File: src/flash_wp_pkg.sv
// Constants for the flash write-protection logic
package flash_wp_pkg;
  localparam logic [7:0] OP_WRITE_ENABLE  = 8'h06;
  localparam logic [7:0] OP_WRITE_DISABLE = 8'h04;
  localparam logic [7:0] OP_WRITE_STATUS  = 8'h01;
  localparam logic [7:0] OP_PAGE_PROGRAM  = 8'h02;
  localparam logic [7:0] OP_SECTOR_ERASE  = 8'h20;
  localparam logic [7:0] OP_BLOCK32_ERASE = 8'h52;
  localparam logic [7:0] OP_BLOCK64_ERASE = 8'hD8;
  localparam logic [7:0] OP_CHIP_ERASE_A  = 8'h60;
  localparam logic [7:0] OP_CHIP_ERASE_B  = 8'hC7;
  localparam logic [7:0] OP_SEC_PROGRAM   = 8'h42;
  localparam logic [7:0] OP_SEC_ERASE     = 8'h44;
  localparam int         ADDR_W           = 22;
  localparam int         BITS_PER_BYTE    = 8;
  localparam logic [5:0] PROT_RESET       = 6'h00;
  // Field positions inside the six protection bits
  localparam int PB_LO   = 0;
  localparam int PB_MID  = 1;
  localparam int PB_HI   = 2;
  localparam int PB_TB   = 3;
  localparam int PB_SEC  = 4;
  localparam int PB_CMP  = 5;
  // Smallest fine region and smallest coarse region, as address bit counts
  localparam int FINE_SHIFT   = 12;
  localparam int COARSE_SHIFT = 16;
endpackage

File: src/flash_wp_logic.sv
// Write enable latch and protection gating of a serial flash
// Summary of operation
// Complete 06h with byte-aligned release sets the write enable latch.
// Program, erase and status writes need the latch set beforehand.
// Release off a byte boundary aborts enable/disable, latch unchanged.
// Complete 04h with byte-aligned release clears the write enable latch.
// Six protection bits change only by status-register write.
// Normal mode protects 1/64 to 1/2, top or bottom end.
// Fine mode protects 4 to 32 KB; 000 none, 111 all.
// Complement bit inverts the protected set.
// Write-protect pin never alters the range directly.
// Write-protect low blocks every protection-bit update.
// Protected erase or uneven release clears latch, no operation.
// Completed program, erase or status write clears the latch.
`timescale 1ns/1ns
module flash_wp_logic #(
  parameter int AW = flash_wp_pkg::ADDR_W
) (
  // Clock and reset
  input  wire logic          i_clk_sys,
  input  wire logic          i_sys_rst,
  // Serial pins
  input  wire logic          i_spi_sck,
  input  wire logic          i_spi_cs_n,
  input  wire logic          i_spi_mosi,
  input  wire logic          i_wp_n,
  // Array engine handshake
  input  wire logic          i_op_done,
  output logic               o_op_start,
  output logic [7:0]         o_op_code,
  output logic [AW-1:0]      o_op_addr,
  // Status
  output logic               o_write_enable_latch,
  output logic [5:0]         o_prot_bits,
  output logic               o_cmd_rejected
);
  // Two-stage synchronisers for pins
  logic [1:0] sck_s_q;
  logic [1:0] cs_s_q;
  logic [1:0] mosi_s_q;
  logic [1:0] wp_s_q;
  logic       sck_prev_q;
  logic       cs_prev_q;

  always_ff @(posedge i_clk_sys) begin
    if (i_sys_rst) begin
      sck_s_q    <= 2'h0;
      cs_s_q     <= 2'h3;
      mosi_s_q   <= 2'h0;
      wp_s_q     <= 2'h0;
      sck_prev_q <= 1'b0;
      cs_prev_q  <= 1'b1;
    end else begin
      sck_s_q    <= {sck_s_q[0], i_spi_sck};
      cs_s_q     <= {cs_s_q[0], i_spi_cs_n};
      mosi_s_q   <= {mosi_s_q[0], i_spi_mosi};
      wp_s_q     <= {wp_s_q[0], i_wp_n};
      sck_prev_q <= sck_s_q[1];
      cs_prev_q  <= cs_s_q[1];
    end
  end

  logic sck_rise;
  logic cs_active;
  logic cs_release;
  logic wp_high;
  assign sck_rise   = sck_s_q[1] & ~sck_prev_q;
  assign cs_active  = ~cs_s_q[1];
  assign cs_release = cs_s_q[1] & ~cs_prev_q;
  assign wp_high    = wp_s_q[1];

  // Frame shifter: opcode, three address bytes, one status byte
  logic [7:0]    shift_q;
  logic [2:0]    bit_cnt_q;
  logic [2:0]    byte_cnt_q;
  logic [7:0]    opcode_q;
  logic [AW-1:0] addr_q;
  logic [7:0]    data_q;
  logic [7:0]    shift_d;
  logic          byte_end;
  assign shift_d  = {shift_q[6:0], mosi_s_q[1]};
  assign byte_end = sck_rise && cs_active && (bit_cnt_q == 3'h7);

  always_ff @(posedge i_clk_sys) begin
    if (i_sys_rst || !cs_active) begin
      shift_q    <= 8'h00;
      bit_cnt_q  <= 3'h0;
      byte_cnt_q <= 3'h0;
    end else if (sck_rise) begin
      shift_q   <= shift_d;
      bit_cnt_q <= bit_cnt_q + 3'h1;
      if (byte_end && byte_cnt_q != 3'h7) begin
        byte_cnt_q <= byte_cnt_q + 3'h1;
      end
    end
  end

  // Captured fields keep their value through the release
  always_ff @(posedge i_clk_sys) begin
    if (i_sys_rst) begin
      opcode_q <= 8'h00;
      addr_q   <= '0;
      data_q   <= 8'h00;
    end else if (byte_end) begin
      unique case (byte_cnt_q)
        3'h0: opcode_q <= shift_d;
        3'h1: begin
          // Top two bits of the first address byte lie beyond the array
          addr_q[AW-1:16] <= shift_d[AW-17:0];
          data_q          <= shift_d;
        end
        3'h2: addr_q[15:8] <= shift_d;
        3'h3: addr_q[7:0]  <= shift_d;
        // Later bytes are payload and leave the captured fields alone
        default: ;
      endcase
    end
  end

  // Release decode
  logic aligned;
  logic have_op;
  logic is_we;
  logic is_wd;
  logic is_wrsr;
  logic is_chip;
  logic is_addr_op;
  logic gated;
  logic addr_ok;
  logic target_prot;
  logic rel_ok;
  logic [5:0] prot_q;

  assign aligned    = (bit_cnt_q == 3'h0);
  assign have_op    = (byte_cnt_q != 3'h0);
  assign rel_ok     = cs_release && aligned && have_op;
  assign is_we      = opcode_q == flash_wp_pkg::OP_WRITE_ENABLE;
  assign is_wd      = opcode_q == flash_wp_pkg::OP_WRITE_DISABLE;
  assign is_wrsr    = opcode_q == flash_wp_pkg::OP_WRITE_STATUS;
  assign is_chip    = opcode_q == flash_wp_pkg::OP_CHIP_ERASE_A ||
                      opcode_q == flash_wp_pkg::OP_CHIP_ERASE_B;
  assign is_addr_op = opcode_q == flash_wp_pkg::OP_PAGE_PROGRAM  ||
                      opcode_q == flash_wp_pkg::OP_SECTOR_ERASE  ||
                      opcode_q == flash_wp_pkg::OP_BLOCK32_ERASE ||
                      opcode_q == flash_wp_pkg::OP_BLOCK64_ERASE ||
                      opcode_q == flash_wp_pkg::OP_SEC_PROGRAM   ||
                      opcode_q == flash_wp_pkg::OP_SEC_ERASE;
  assign gated      = is_wrsr || is_chip || is_addr_op;
  // Address ops need all three address bytes; extra payload bytes are allowed
  assign addr_ok    = !is_addr_op || (byte_cnt_q >= 3'h4);
  // Chip erase is blocked if any part is protected: check both ends
  logic prot_lo;
  logic prot_hi;
  flash_wp_range #(
    .AW (AW)
  ) u_range_addr (
    .i_prot      (prot_q),
    .i_addr      (addr_q),
    .o_protected (prot_lo)
  );
  flash_wp_range #(
    .AW (AW)
  ) u_range_top (
    .i_prot      (prot_q),
    .i_addr      ('1),
    .o_protected (prot_hi)
  );
  // Chip erase: any protection at either end suffices for typical layouts
  logic prot_any;
  logic [AW-1:0] zero_addr;
  assign zero_addr = '0;
  flash_wp_range #(
    .AW (AW)
  ) u_range_bot (
    .i_prot      (prot_q),
    .i_addr      (zero_addr),
    .o_protected (prot_any)
  );
  assign target_prot = is_chip ? (prot_hi | prot_any) : prot_lo;

  logic launch;
  logic status_write;
  logic wel_q;
  logic busy_q;
  assign launch = rel_ok && gated && wel_q && addr_ok && !busy_q &&
                  !(target_prot && !is_wrsr);
  // Status write with the pin low still completes without a reject pulse but leaves the bits unchanged
  assign status_write = launch && is_wrsr && wp_high && byte_cnt_q >= 3'h2;

  // Write enable latch
  always_ff @(posedge i_clk_sys) begin
    if (i_sys_rst) begin
      wel_q <= 1'b0;
    end else if (rel_ok && is_we && !busy_q) begin
      wel_q <= 1'b1;
    end else if (rel_ok && is_wd && !busy_q) begin
      wel_q <= 1'b0;
    end else if (cs_release && gated && have_op && !launch) begin
      wel_q <= 1'b0;
    end else if (launch && is_wrsr) begin
      // Status write has no busy phase: it completes at the release
      wel_q <= 1'b0;
    end else if (busy_q && i_op_done) begin
      wel_q <= 1'b0;
    end
  end

  // Protection bits: only a status write with the pin high updates them
  always_ff @(posedge i_clk_sys) begin
    if (i_sys_rst) begin
      prot_q <= flash_wp_pkg::PROT_RESET;
    end else if (status_write) begin
      prot_q <= data_q[5:0];
    end
  end

  always_ff @(posedge i_clk_sys) begin
    if (i_sys_rst) begin
      busy_q         <= 1'b0;
      o_op_start     <= 1'b0;
      o_op_code      <= 8'h00;
      o_op_addr      <= '0;
      o_cmd_rejected <= 1'b0;
    end else begin
      o_op_start     <= launch && !is_wrsr;
      o_cmd_rejected <= cs_release && gated && have_op && !launch;
      if (launch && !is_wrsr) begin
        busy_q    <= 1'b1;
        o_op_code <= opcode_q;
        o_op_addr <= addr_q;
      end else if (i_op_done) begin
        busy_q <= 1'b0;
      end
    end
  end

  assign o_write_enable_latch = wel_q;
  assign o_prot_bits          = prot_q;
endmodule

File: src/flash_wp_range.sv
// Protected range decoder for the six protection bits
`timescale 1ns/1ns
module flash_wp_range #(
  parameter int AW = flash_wp_pkg::ADDR_W
) (
  // Protection settings
  input  wire logic [5:0]    i_prot,
  // Address to check
  input  wire logic [AW-1:0] i_addr,
  output logic               o_protected
);
  logic [2:0]    bp;
  logic          fine;
  logic          bottom;
  logic          cmp;
  logic [4:0]    shift;
  logic [AW-1:0] span;
  logic          in_region;
  logic          base_prot;

  assign bp     = {i_prot[flash_wp_pkg::PB_HI], i_prot[flash_wp_pkg::PB_MID],
                   i_prot[flash_wp_pkg::PB_LO]};
  assign fine   = i_prot[flash_wp_pkg::PB_SEC];
  assign bottom = i_prot[flash_wp_pkg::PB_TB];
  assign cmp    = i_prot[flash_wp_pkg::PB_CMP];

  // Fine mode saturates at 32 KB for 10x and 110
  assign shift = fine
    ? 5'(flash_wp_pkg::FINE_SHIFT) + ((bp > 3'h4) ? 5'h3 : 5'(bp - 3'h1))
    : 5'(flash_wp_pkg::COARSE_SHIFT) + 5'(bp - 3'h1);
  assign span  = AW'(({{AW-1{1'b0}}, 1'b1} << shift) - 1'b1);

  // Top region: upper address bits above span are all ones
  assign in_region = bottom ? ((i_addr & ~span) == '0)
                            : ((i_addr | span) == '1);

  assign base_prot = (bp == 3'h0) ? 1'b0 :
                     (bp == 3'h7) ? 1'b1 : in_region;
  assign o_protected = base_prot ^ cmp;
endmodule

File: config.mk
export PLATFORM = sky130hd
export DESIGN_NAME = flash_wp_logic
export DESIGN_NICKNAME = d
export VERILOG_FILES = /design/src/flash_wp_pkg.sv /design/src/flash_wp_logic.sv /design/src/flash_wp_range.sv
export SDC_FILE = /design/constraint.sdc
export NUM_CORES = 1
export LEC_CHECK = 0
export BUFFER_PORTS_ARGS = -buffer_cell sky130_fd_sc_hd__buf_2
export CORE_ASPECT_RATIO = 0.75
export CORE_MARGIN = 5
export CORE_UTILIZATION = 58
export DETAILED_ROUTE_END_ITERATION = 7
export HOLD_SLACK_MARGIN = 0.15
export PLACE_DENSITY_LB_ADDON = 0.08
export SYNTH_ARGS = -nofsm -noshare
export SYNTH_HDL_FRONTEND = slang
export SYNTH_SLANG_ARGS = --single-unit
export TNS_END_PERCENT = 10
File: constraint.sdc
create_clock -name i_clk_sys -period 8.9 [get_ports i_clk_sys]
set_input_delay 0.445 -clock i_clk_sys [delete_from_list [all_inputs] [get_ports i_clk_sys]]
set_output_delay 0.445 -clock i_clk_sys [all_outputs]
set_load 0.05 [all_outputs]
# Word level (Yosys, flattened, before mapping)
# Index checks and enable logic that the tools add are counted.
# Widths: inputs -> output; s select.
[totals]
inputBits = 7
elab_cells = 132
latch_bits = 0
reg_bits = 99
output_inout_bits = 39
romBits = 0
ram_bits = 0
n_memories = 0
[classes]
reduce_logical = 51
n_addsub = 6
n_shift = 1
order_cmp = 3
n_bitwise = 12
n_div = 0
n_eq_ne = 19
multipliers = 0
muxes = 19
[op_table]
columns = ["cell", "n"]
rows = [
  ["$eq 22x22->1 const B", 2],
  ["$logic_not 22->1", 2],
  ["$eq 8x7->1 const B", 4],
  ["$logic_and 1x1->1", 23],
  ["$and 22x22->22", 1],
  ["$not 22->22", 1],
  ["$or 22x22->22", 1],
  ["$shl 1x5->22 const A", 1],
  ["$sub 22x1->22 const B", 1],
  ["$mux 1", 17],
  ["$eq 8x3->1 const B", 2],
  ["$eq 8x8->1 const B", 2],
  ["$logic_or 1x1->1", 10],
  ["$mux 5", 2],
  ["$reduce_and 2->1", 5],
  ["$logic_not 3->1", 3],
  ["$eq 8x1->1 const B", 1],
  ["$eq 8x2->1 const B", 1],
  ["$eq 8x6->1 const B", 1],
  ["$add 3x1->3 const B", 2],
  ["$eq 3x2->1 const B", 2],
  ["$eq 3x3->1 const B", 2],
  ["$add 4x5->5 const A", 1],
  ["$add 5x5->5 const A", 1],
  ["other kinds (14)", 23],
]

# Longest topological paths before layout
# Gate-level depths: netlist of run 1.
[depth]
depth_word = 22
depth_mapped = 25
ltp_nobuf = 23

# Modules after synthesis
# A second synthesis of run 1 with hierarchy kept.
[hier_totals]
hier_cells = 1025
hier_area_um2 = 8042.7
[by_module_without_submodules]
columns = ["mod", "seq_area_each_um2", "n_inst", "cells_per_inst", "area_each_um2"]
rows = [
  ["flash_wp_logic", 1861.8, 1, 408, 3747.3],
  ["flash_wp_range at u_range_addr ...", 0.0, 2, 207, 1456.4],
  ["flash_wp_range at u_range_top", 0.0, 1, 203, 1382.6],
]

# Worst setup path after synthesis of run 1
# No wires, ideal clock.
[synth_path]
path_kind = "reg2reg"
from = "register prot_q[0], in the netlist o_prot_bits[0]"
to = "register o_op_addr[14]"
path_buffers = 2
path_stages_with_launch = 25
t_required_ps = 8804
setup_time_ps = 96
t_arrival_ps = 5547
path_slack_ps = 3258
period_less_slack_ps = 5642
cell_sequence = "dfxtp_1 > inv_1 > ha_1 > inv_1 > ha_1 > nor4_2 > inv_1 > ha_1 > nand2b_1 > clkbuf_1 > nor3_1 > nand2_1 > ha_1 > a21oi_1 > o221a_2 > o31ai_1 > a2111oi_1 > o2111ai_1 > or4_1 > or4_4 > and4b_1 > o211a_4 > buf_6 > o32a_1 > o41ai_2"
[synth_between]
elab_chain_len = 18
[synth_rtl]
columns = ["item", "line_no", "source"]
rows = [
  ["from (decl)", "flash_wp_logic.sv:132", "logic [5:0] prot_q;"],
  ["from (signal assigned)", "flash_wp_logic.sv:211", "prot_q <= flash_wp_pkg::PROT_RESET;"],
  ["from (signal assigned)", "flash_wp_logic.sv:213", "prot_q <= data_q[5:0];"],
  ["$sub 3x1->4 / $gt 3x3->1 (equally long branches)", "flash_wp_range.sv:29, flash_wp_range.sv:30", ""],
  ["$mux 5", "flash_wp_range.sv:29", "? 5'(flash_wp_pkg::FINE_SHIFT) + ((bp > 3'h4) ? 5'h3 : 5'(bp - 3'h1))"],
  ["$add 4x5->5", "flash_wp_range.sv:29", ""],
  ["$mux 5", "flash_wp_range.sv:29", ""],
  ["$shl 1x5->22", "flash_wp_range.sv:31", "assign span = AW'(({{AW-1{1'b0}}, 1'b1} << shift) - 1'b1);"],
  ["$sub 22x1->22", "flash_wp_range.sv:31", ""],
  ["$not 22->22", "-", ""],
  ["$and 22x22->22 / $logic_not 22->1 (equally long branches)", "flash_wp_range.sv:34", "assign in_region = bottom ? ((i_addr & ~span) == '0)"],
  ["[... 2 more ...]", "-", ""],
  ["$mux 1, on equally long branches", "flash_wp_range.sv:38, flash_wp_range.sv:37", ""],
  ["$mux 1 / $xor 1x1->1 (equally long branches)", "flash_wp_range.sv:37, flash_wp_range.sv:39", ""],
  ["$xor 1x1->1 / $or 1x1->1 (equally long branches)", "flash_wp_range.sv:39, flash_wp_logic.sv:179", ""],
  ["$mux 1 *", "flash_wp_logic.sv:179", "assign target_prot = is_chip ? (prot_hi | prot_any) : prot_lo;"],
  ["$logic_and 1x1->1 *", "flash_wp_logic.sv:186", "!(target_prot && !is_wrsr);"],
  ["$logic_not 1->1 *", "flash_wp_logic.sv:186", ""],
  ["$logic_and 1x1->1 *", "flash_wp_logic.sv:185", "assign launch = rel_ok && gated && wel_q && addr_ok && !busy_q &&"],
  ["$logic_and 1x1->1 *", "flash_wp_logic.sv:227", "if (launch && !is_wrsr) begin"],
  ["to (signal assigned)", "flash_wp_logic.sv:230", "o_op_addr <= addr_q;"],
  ["to (decl)", "flash_wp_logic.sv:31", "output logic [AW-1:0] o_op_addr,"],
]
# Every way passes the cells marked *; elsewhere a longest branch is shown, timed or not.
# A chain may end at the register's enable or synchronous reset.

# Worst setup path after layout of run 1
[layout_path]
from = "register prot_q[0], in the netlist o_prot_bits[0]"
to = "register o_op_addr[21]"
# The elaborated chain is that of the path after synthesis.

==> metrics.md, run 1 <==
| Metric | Value |
|---|---|
| Outcome | `finished, final reports clean` |
| Area grow syn2layout | `9.402%` |
| Worst setup path end | `o_op_addr[21]$_SDFFE_PP0P_` |
| Syn_nets | `730` |
| Clock transition at the registers of the reported paths | `0.07 ns` |
| Setup crit end kind | `flop` |
| Setup tns final | `0 ns` |
| Ys Warns | `0` |
| Final wirelength | `16400 um` |
| Antenna Cells | `0` |
| First-pass GRT wire length | `26080 um` |
| Filler cells | `838` |
| Die area | `12300 um2` |
| Chip Height | `97.32 um` |
| Type of the worst setup path | `reg2reg` |
| # rows | `31` |
| Tcrit/Tclk final | `77.57%` |
| Worst Path Arrival | `7.10 ns` |
| Synth area leaders | `dfxtp_1 32%, nand3b_1 6.4%, o32a_1 5.4%` |
| Max Clk Rate | `144.9 MHz` |
| RSZ-0062 raised after global routing | `no` |
| Drt wl/cell | `19.13 um` |
| Power density cells | `133.4 nW/um2` |
| Pre-Repair DR Iteration Count | `5` |
| Fin area | `6450 um2` |
| CTS tree | `yes` |
| Worst min path class | `in2reg` |
| Antenna Nets Post-Route | `0` |
| Clk_skew | `0.01014 ns` |
| Crit path launch | `o_prot_bits[0]$_SDFFE_PP0P_` |
| Max transition margin | `28.49%` |
| Max-slew violations | `0` |
| Initial antenna violation count | `0` |
| Sink Count | `93` |
| Async S/R FF share, synth | `0%` |
| Cts repair resizes | `0` |
| CP max FO | `33` |
| GR Util All Layers | `25.90%` |
| GP Congestion | `0.9866` |
| Layout cells sized above 1 | `16.14%` |
| Critical Path RT | `9.09 ns` |
| # nets final | `743` |
| DR DRC count | `0` |
| Seq/Total Area, Yosys | `31.58%` |
| Worst vdd ir | `111.9 uV` |
| Maxcap violations | `0` |
| IO Pins | `46` |
| # setup viols final | `0` |
| Synth top area share | `31.58%` |
| Num CTS Buffers | `9` |
| Placed inst area | `6122 um2` |
| Post-CTS Hold Buffers | `0` |
| Placeable Area | `9774 um2` |
| Number of synthesized flops with an enable pin | `0` |
| Total number of vias | `5511` |
| Critical Path Source Type | `flop` |
| Width of the chip | `126.4 um` |
| Yosys cell types | `76` |
| Port Buf Inserts | `45` |
| Drt via density | `6.431` |
| Crit Reg-Reg Startpoint | `o_prot_bits[0]$_SDFFE_PP0P_` |
| Worst r2r dst | `o_op_addr[21]$_SDFFE_PP0P_` |
| Fin. Hold Viols | `0` |
| FF+latch count, synth | `93` |
| Area leader, netlist | `dfxtp_1` |
| Initial Utilization | `60.32%` |
| Post-synthesis instance total | `707` |
| Congestion Overflow GR | `0` |
| Worst Reg2Reg Path Length in Cells | `22` |
| Post-CTS Setup Repair Bufs | `0` |
| Root buf cell | `clkbuf_16` |
| H-tree depth | `3` |
| Synth Cell Area | `5896 um2` |
| Tightest Pin Transition | `1.070 ns` |
| Vias in the first global route | `4876` |
| Worst R2R Setup Slack | `2.00 ns` |
| Tmin final | `6.904 ns` |
| Largest net degree at the start of global routing | `109` |
| Avg Synthesized Cell Area | `8.339 um2` |
| Most common cell after layout, fill and taps aside | `dfxtp_1` |
| Most used DFF post-synth | `dfxtp_1` |
| 1st-iter DRT viols | `709` |
| Worst skew pair latency | `0.35 ns` |
| HPWL Detailed | `11730 um` |
| Max Root-Sink Buffers | `2` |
| Pleak | `2.342 nW` |
| Commonest cells after routing, fill and taps aside | `93 x dfxtp_1, 59 x nor2_1, 58 x nand2_1` |
-- registers in the layout (all words and copies together) (netlist names) --
name and count:
addr_q 22, o_op_addr 22, o_op_code 8, opcode_q 8, shift_q 7, o_prot_bits 6, bit_cnt_q 3, byte_cnt_q 3
cs_s_q 2, mosi_s_q 2, sck_s_q 2, wp_s_q 2, busy_q 1, cs_prev_q 1, o_cmd_rejected 1, o_op_start 1
o_write_enable_latch 1, sck_prev_q 1
-- worst min path at each step --
stage                    startpoint                   end  depth (start not counted)
4_1_cts                  i_spi_cs_n  cs_s_q[0]$_SDFF_PP1_                          2
3_5_place_dp   cs_s_q[0]$_SDFF_PP1_  cs_s_q[1]$_SDFF_PP1_                          1
3_3_place_gp   cs_s_q[0]$_SDFF_PP1_  cs_s_q[1]$_SDFF_PP1_                          1
2_1_floorplan  cs_s_q[0]$_SDFF_PP1_  cs_s_q[1]$_SDFF_PP1_                          1
5_1_grt                  i_spi_cs_n  cs_s_q[0]$_SDFF_PP1_                          2
6_report                 i_spi_cs_n  cs_s_q[0]$_SDFF_PP1_                          2
-- metal layers --
layer,GRT usage (%),routed length (um)
met2,35.69,6764
met5,0,0
met3,6.099,1628
met1,40.15,7825
met4,5.936,180
-- stage by stage --
| step | std cells | worst slack [ns] | total power, mW | hold slack [ns] | util (%) |
|---|---|---|---|---|---|
| 2_1_floorplan | 707 | 3.258 | 0.4432 | 0.3895 | - |
| 3_3_place_gp | 841 | 2.311 | 0.4459 | 0.3947 | 62.63 |
| 3_5_place_dp | 841 | 2.157 | 0.4469 | 0.4125 | 62.63 |
| 4_1_cts | 857 | 2.128 | 0.8649 | 0.2761 | 65.99 |
| 5_1_grt | 857 | 1.672 | 0.8820 | 0.2766 | 65.99 |
| 6_report | 857 | 1.996 | 0.8604 | 0.2826 | 65.99 |
-- final cells by class --
cell class | instances | area [um2] | share of cell area [%]
flip-flops and latches | 93 | 1862 | 28.87
clock inverters | 7 | 102.6 | 1.591
multi-input cells | 536 | 3710 | 57.52
well taps | 132 | 165.2 | 2.561
inverters | 28 | 105.1 | 1.629
repair buffers | 52 | 280.3 | 4.345
clock buffers | 9 | 225.2 | 3.492
-- cells in the mapped netlist, types with 12 or more instances --
library cell / n
a21oi_1: 39
clkbuf_1: 39
dfxtp_1: 93
ha_1: 16
inv_1: 28
mux2i_1: 22
nand2_1: 58
nand2b_1: 42
nand3_1: 26
nand3b_1: 50
nor2_1: 60
nor3_1: 18
o21ai_0: 12
o21ai_2: 16
o32a_1: 32
o41ai_2: 12
-- where the power goes --
part | total [mW] | switching, mW | leakage (nW) | internal, mW
clock | 0.423 | 0.172 | 0.163 | 0.251
combinational | 0.0187 | 0.0107 | 1.43 | 0.00797
sequential | 0.419 | 0.00105 | 0.751 | 0.418
total | 0.860 | 0.184 | 2.34 | 0.676
-- cells by family after synthesis --
| family | after synthesis | share of synthesized area [%] |
|---|---|---|
| adder cells (fa/ha/maj) | 16 | 3.396 |
| buffers and inverters | 78 | 5.730 |
| flip-flops | 93 | 31.58 |
| AND/OR/NAND/NOR | 310 | 28.74 |
| XOR/XNOR | 8 | 1.189 |
| multiplexers | 24 | 4.117 |
| AO/OA/AOI/OAI | 178 | 25.25 |
-- critical path, stage by stage, from the launching register on --
cell and delay, ns:
dfxtp_1 0.40, inv_1 0.13, ha_1 0.20, inv_1 0.06, ha_1 0.25, nor4_2 0.30, inv_1 0.21, ha_1 0.29
nand2b_1 0.35, nor3_1 0.32, nand2_1 0.13, ha_1 0.33, a21oi_1 0.14, o221a_2 0.19, o31ai_1 0.06, a2111oi_1 0.46
o2111ai_1 0.19, or4_1 0.53, or4_4 0.58, and4b_1 0.24, o211a_4 0.37, nor2_4 0.87, o41ai_2 0.15
Power figures use the tool's default switching activity.
==> inputs of run 2 (changes only) <==
--- a/config.mk
+++ b/config.mk
@@ -8,7 +8,7 @@
 export BUFFER_PORTS_ARGS = -buffer_cell sky130_fd_sc_hd__buf_2
 export CORE_ASPECT_RATIO = 0.75
 export CORE_MARGIN = 5
-export CORE_UTILIZATION = 58
+export CORE_UTILIZATION = 55
 export DETAILED_ROUTE_END_ITERATION = 7
 export HOLD_SLACK_MARGIN = 0.15
 export PLACE_DENSITY_LB_ADDON = 0.08
==> constraint.sdc (replaced) <==
create_clock -name i_clk_sys -period 6.25 [get_ports i_clk_sys]
set_input_delay 0.3125 -clock i_clk_sys [delete_from_list [all_inputs] [get_ports i_clk_sys]]
set_output_delay 0.3125 -clock i_clk_sys [all_outputs]
set_load 0.05 [all_outputs]
==> run 2 against run 1 <==
Effect of this change:
- die area up 5.0%
- critical path depth unchanged
- cell count up 1.6%
- combinational power up 40%
- sequential share of layout area down 0.53 points
- flip-flop and latch count unchanged
- critical endpoint is now o_cmd_rejected$_SDFF_PP0_
- sequential power up 42%
- wire length up 2.8%
- power up 40%
- clock skew down 0.0030 ns
- first-iteration DRC count down 22%
- highest routed layer unchanged
- critical path type unchanged
==> metrics.md, run 2 (synthesis results as in run 1) <==
| Metric | Value |
|---|---|
| Outcome | `finished, final reports clean (unchanged)` |
| Type of the worst setup path | `reg2reg (unchanged)` |
| Pre-Repair DR Iteration Count | `5 (unchanged)` |
| Tcrit/Tclk final | `94.46% (was 77.57%)` |
| Worst skew pair latency | `0.35 ns (about the same)` |
| Max-slew violations | `0 (unchanged)` |
| Critical Path Source Type | `flop (unchanged)` |
| Chip Height | `99.67 um (was 97.32 um)` |
| # rows | `32 (was 31)` |
| Area grow syn2layout | `11.46% (was 9.402%)` |
| CP max stage cell | `or4_4 (was nor2_4)` |
| Max transition margin | `31.89% (was 28.49%)` |
| Num CTS Buffers | `9 (unchanged)` |
| RSZ-0062 raised after global routing | `no (unchanged)` |
| Final wirelength | `16860 um (was 16400 um)` |
| Sink Count | `93 (unchanged)` |
| Tmin final | `5.904 ns (was 6.904 ns)` |
| GP Congestion | `0.9949 (was 0.9866)` |
| Total number of vias | `5466 (was 5511)` |
| H-tree depth | `3 (unchanged)` |
| Root buf cell | `clkbuf_16 (unchanged)` |
| Die area | `12910 um2 (was 12300 um2)` |
| CP cell instances | `inv_1 -> ha_1 -> inv_1 -> ha_1 -> nor4_4 -> inv_1 -> ha_1 -> nand2b_1 -> nor3_1 -> nand2_1 -> ha_1 -> a21oi_1 -> o221a_2 -> o31ai_1 -> a2111oi_1 -> o2111ai_1 -> or4_1 -> or4_4 -> and4b_1 -> o211a_2 -> nor4b_2 -> o21a_1 (was inv_1 -> ha_1 -> inv_1 -> ha_1 -> nor4_2 -> inv_1 -> ha_1 -> nand2b_1 -> nor3_1 -> nand2_1 -> ha_1 -> a21oi_1 -> o221a_2 -> o31ai_1 -> a2111oi_1 -> o2111ai_1 -> or4_1 -> or4_4 -> and4b_1 -> o211a_4 -> nor2_4 -> o41ai_2)` |
| Worst stage delay on the critical path | `0.59 ns (was 0.87 ns)` |
| Critical Path RT | `6.54 ns (was 9.09 ns)` |
| Worst vdd ir | `157.1 uV (was 111.9 uV)` |
| Maxcap violations | `0 (unchanged)` |
| Crit-path most repeated cell | `ha_1 (unchanged)` |
| Most common cell after layout, fill and taps aside | `dfxtp_1 (unchanged)` |
| Commonest cells after routing, fill and taps aside | `93 x dfxtp_1, 59 x nor2_1, 58 x nand2_1 (unchanged)` |
| CP max FO | `11 (was 33)` |
| Initial Utilization | `56.85% (was 60.32%)` |
| Initial antenna violation count | `0 (unchanged)` |
| Width of the chip | `129.6 um (was 126.4 um)` |
| Port Buf Inserts | `45 (unchanged)` |
| Congestion Overflow GR | `0 (unchanged)` |
| # nets final | `753 (was 743)` |
| Tightest Pin Transition | `1.018 ns (was 1.070 ns)` |
| Placeable Area | `10370 um2 (was 9774 um2)` |
| HPWL Detailed | `11820 um (was 11730 um)` |
| Worst R2R Setup Slack | `0.35 ns (was 2.00 ns)` |
| Vias in the first global route | `5000 (was 4876)` |
| Worst min path class | `in2reg (unchanged)` |
| Fin. Hold Viols | `0 (unchanged)` |
| Clock transition at the registers of the reported paths | `0.07 ns (about the same)` |
| Antenna Nets Post-Route | `0 (unchanged)` |
| Largest net degree at the start of global routing | `100 (was 109)` |
| Drt via density | `6.276 (was 6.431)` |
| Largest regs | `addr_q (22), o_op_addr (22) (unchanged)` |
| Setup crit end kind | `flop (unchanged)` |
| Power density cells | `182.8 nW/um2 (was 133.4 nW/um2)` |
| # setup viols final | `0 (unchanged)` |
| First-pass GRT wire length | `26830 um (was 26080 um)` |
| DR DRC count | `0 (unchanged)` |
| IO Pins | `46 (unchanged)` |
| Pleak | `2.397 nW (was 2.342 nW)` |
| Setup tns final | `0 ns (unchanged)` |
| CTS tree | `yes (unchanged)` |
| Worst Path Arrival | `6.20 ns (was 7.10 ns)` |
| Max Clk Rate | `169.4 MHz (was 144.9 MHz)` |
| Clk_skew | `0.007152 ns (was 0.01014 ns)` |
| Max Root-Sink Buffers | `2 (unchanged)` |
| 1st-iter DRT viols | `554 (was 709)` |
| Antenna Cells | `0 (unchanged)` |
| Fin area | `6571 um2 (was 6450 um2)` |
| Placed inst area | `6200 um2 (was 6122 um2)` |
| GR Util All Layers | `25.99% (was 25.90%)` |
| Layout cells sized above 1 | `17.41% (was 16.14%)` |
| Drt wl/cell | `19.36 um (was 19.13 um)` |
run 2: layer usage:
layer | GRT usage [%] | vias up | routed length, um
li1 | - | 2640 | -
met1 | 39.62 | 2615 | 8248
met2 | 35.43 | 195 | 6852
met3 | 8.374 | 16 | 1594
met4 | 5.511 | 0 | 165
met5 | 0 | - | 0
run 2: worst max-delay path, delay by kind of cell, from the launching register on:
family | cells | cell delay, ns
AOI/OAI and AO/OA | 7 | 1.52
adders and majority gates | 4 | 1.05
buffers and inverters | 3 | 0.37
DFF | 1 | 0.42
and+or+nand+nor | 8 | 2.48
run 2: repair_timing:
item,in CTS,in global routing
setup buffers,0,1
hold buffers,0,0
setup endpoints to repair,0,30
gates resized for setup,0,3
run 2: per-stage QoR:
step	hold slack (ns)	total power, mW	util [%]	std cells	setup WS (ns)
after global routing	0.1728	1.240	63.37	871	0.001385
after floorplan	0.3895	0.6311	-	707	0.6076
after CTS	0.1558	1.207	62.81	869	0.2439
after detailed placement	0.3942	0.6362	59.79	853	0.2734
after global placement	0.3957	0.6353	59.79	853	0.5343
final	0.1593	1.201	63.37	871	0.3461
run 2: layout make-up:
class	instances	area, um2
Fill cell	908	3799
Inverter	28	105.1
Clock inverter	7	88.84
Tap cell	136	170.2
Timing Repair Buffer	61	372.9
Sequential cell	93	1862
Clock buffer	9	225.2
Multi-Input combinational cell	537	3747
run 2: path summary, 6_finish.rpt:
path,startpoint,end,cells past startpoint
worst max-delay path,o_prot_bits[0]$_SDFFE_PP0P_,o_cmd_rejected$_SDFF_PP0_,22
worst min-delay path,i_spi_cs_n,cs_s_q[0]$_SDFF_PP1_,2
worst max register to register,o_prot_bits[0]$_SDFFE_PP0P_,o_cmd_rejected$_SDFF_PP0_,22
worst min register to register,cs_s_q[0]$_SDFF_PP1_,cs_s_q[1]$_SDFF_PP1_,1
run 2: report_power, final:
part	internal, mW	switching [mW]
Combinational	0.0113	0.0149
Clock	0.321	0.258
Sequential	0.595	0.00140
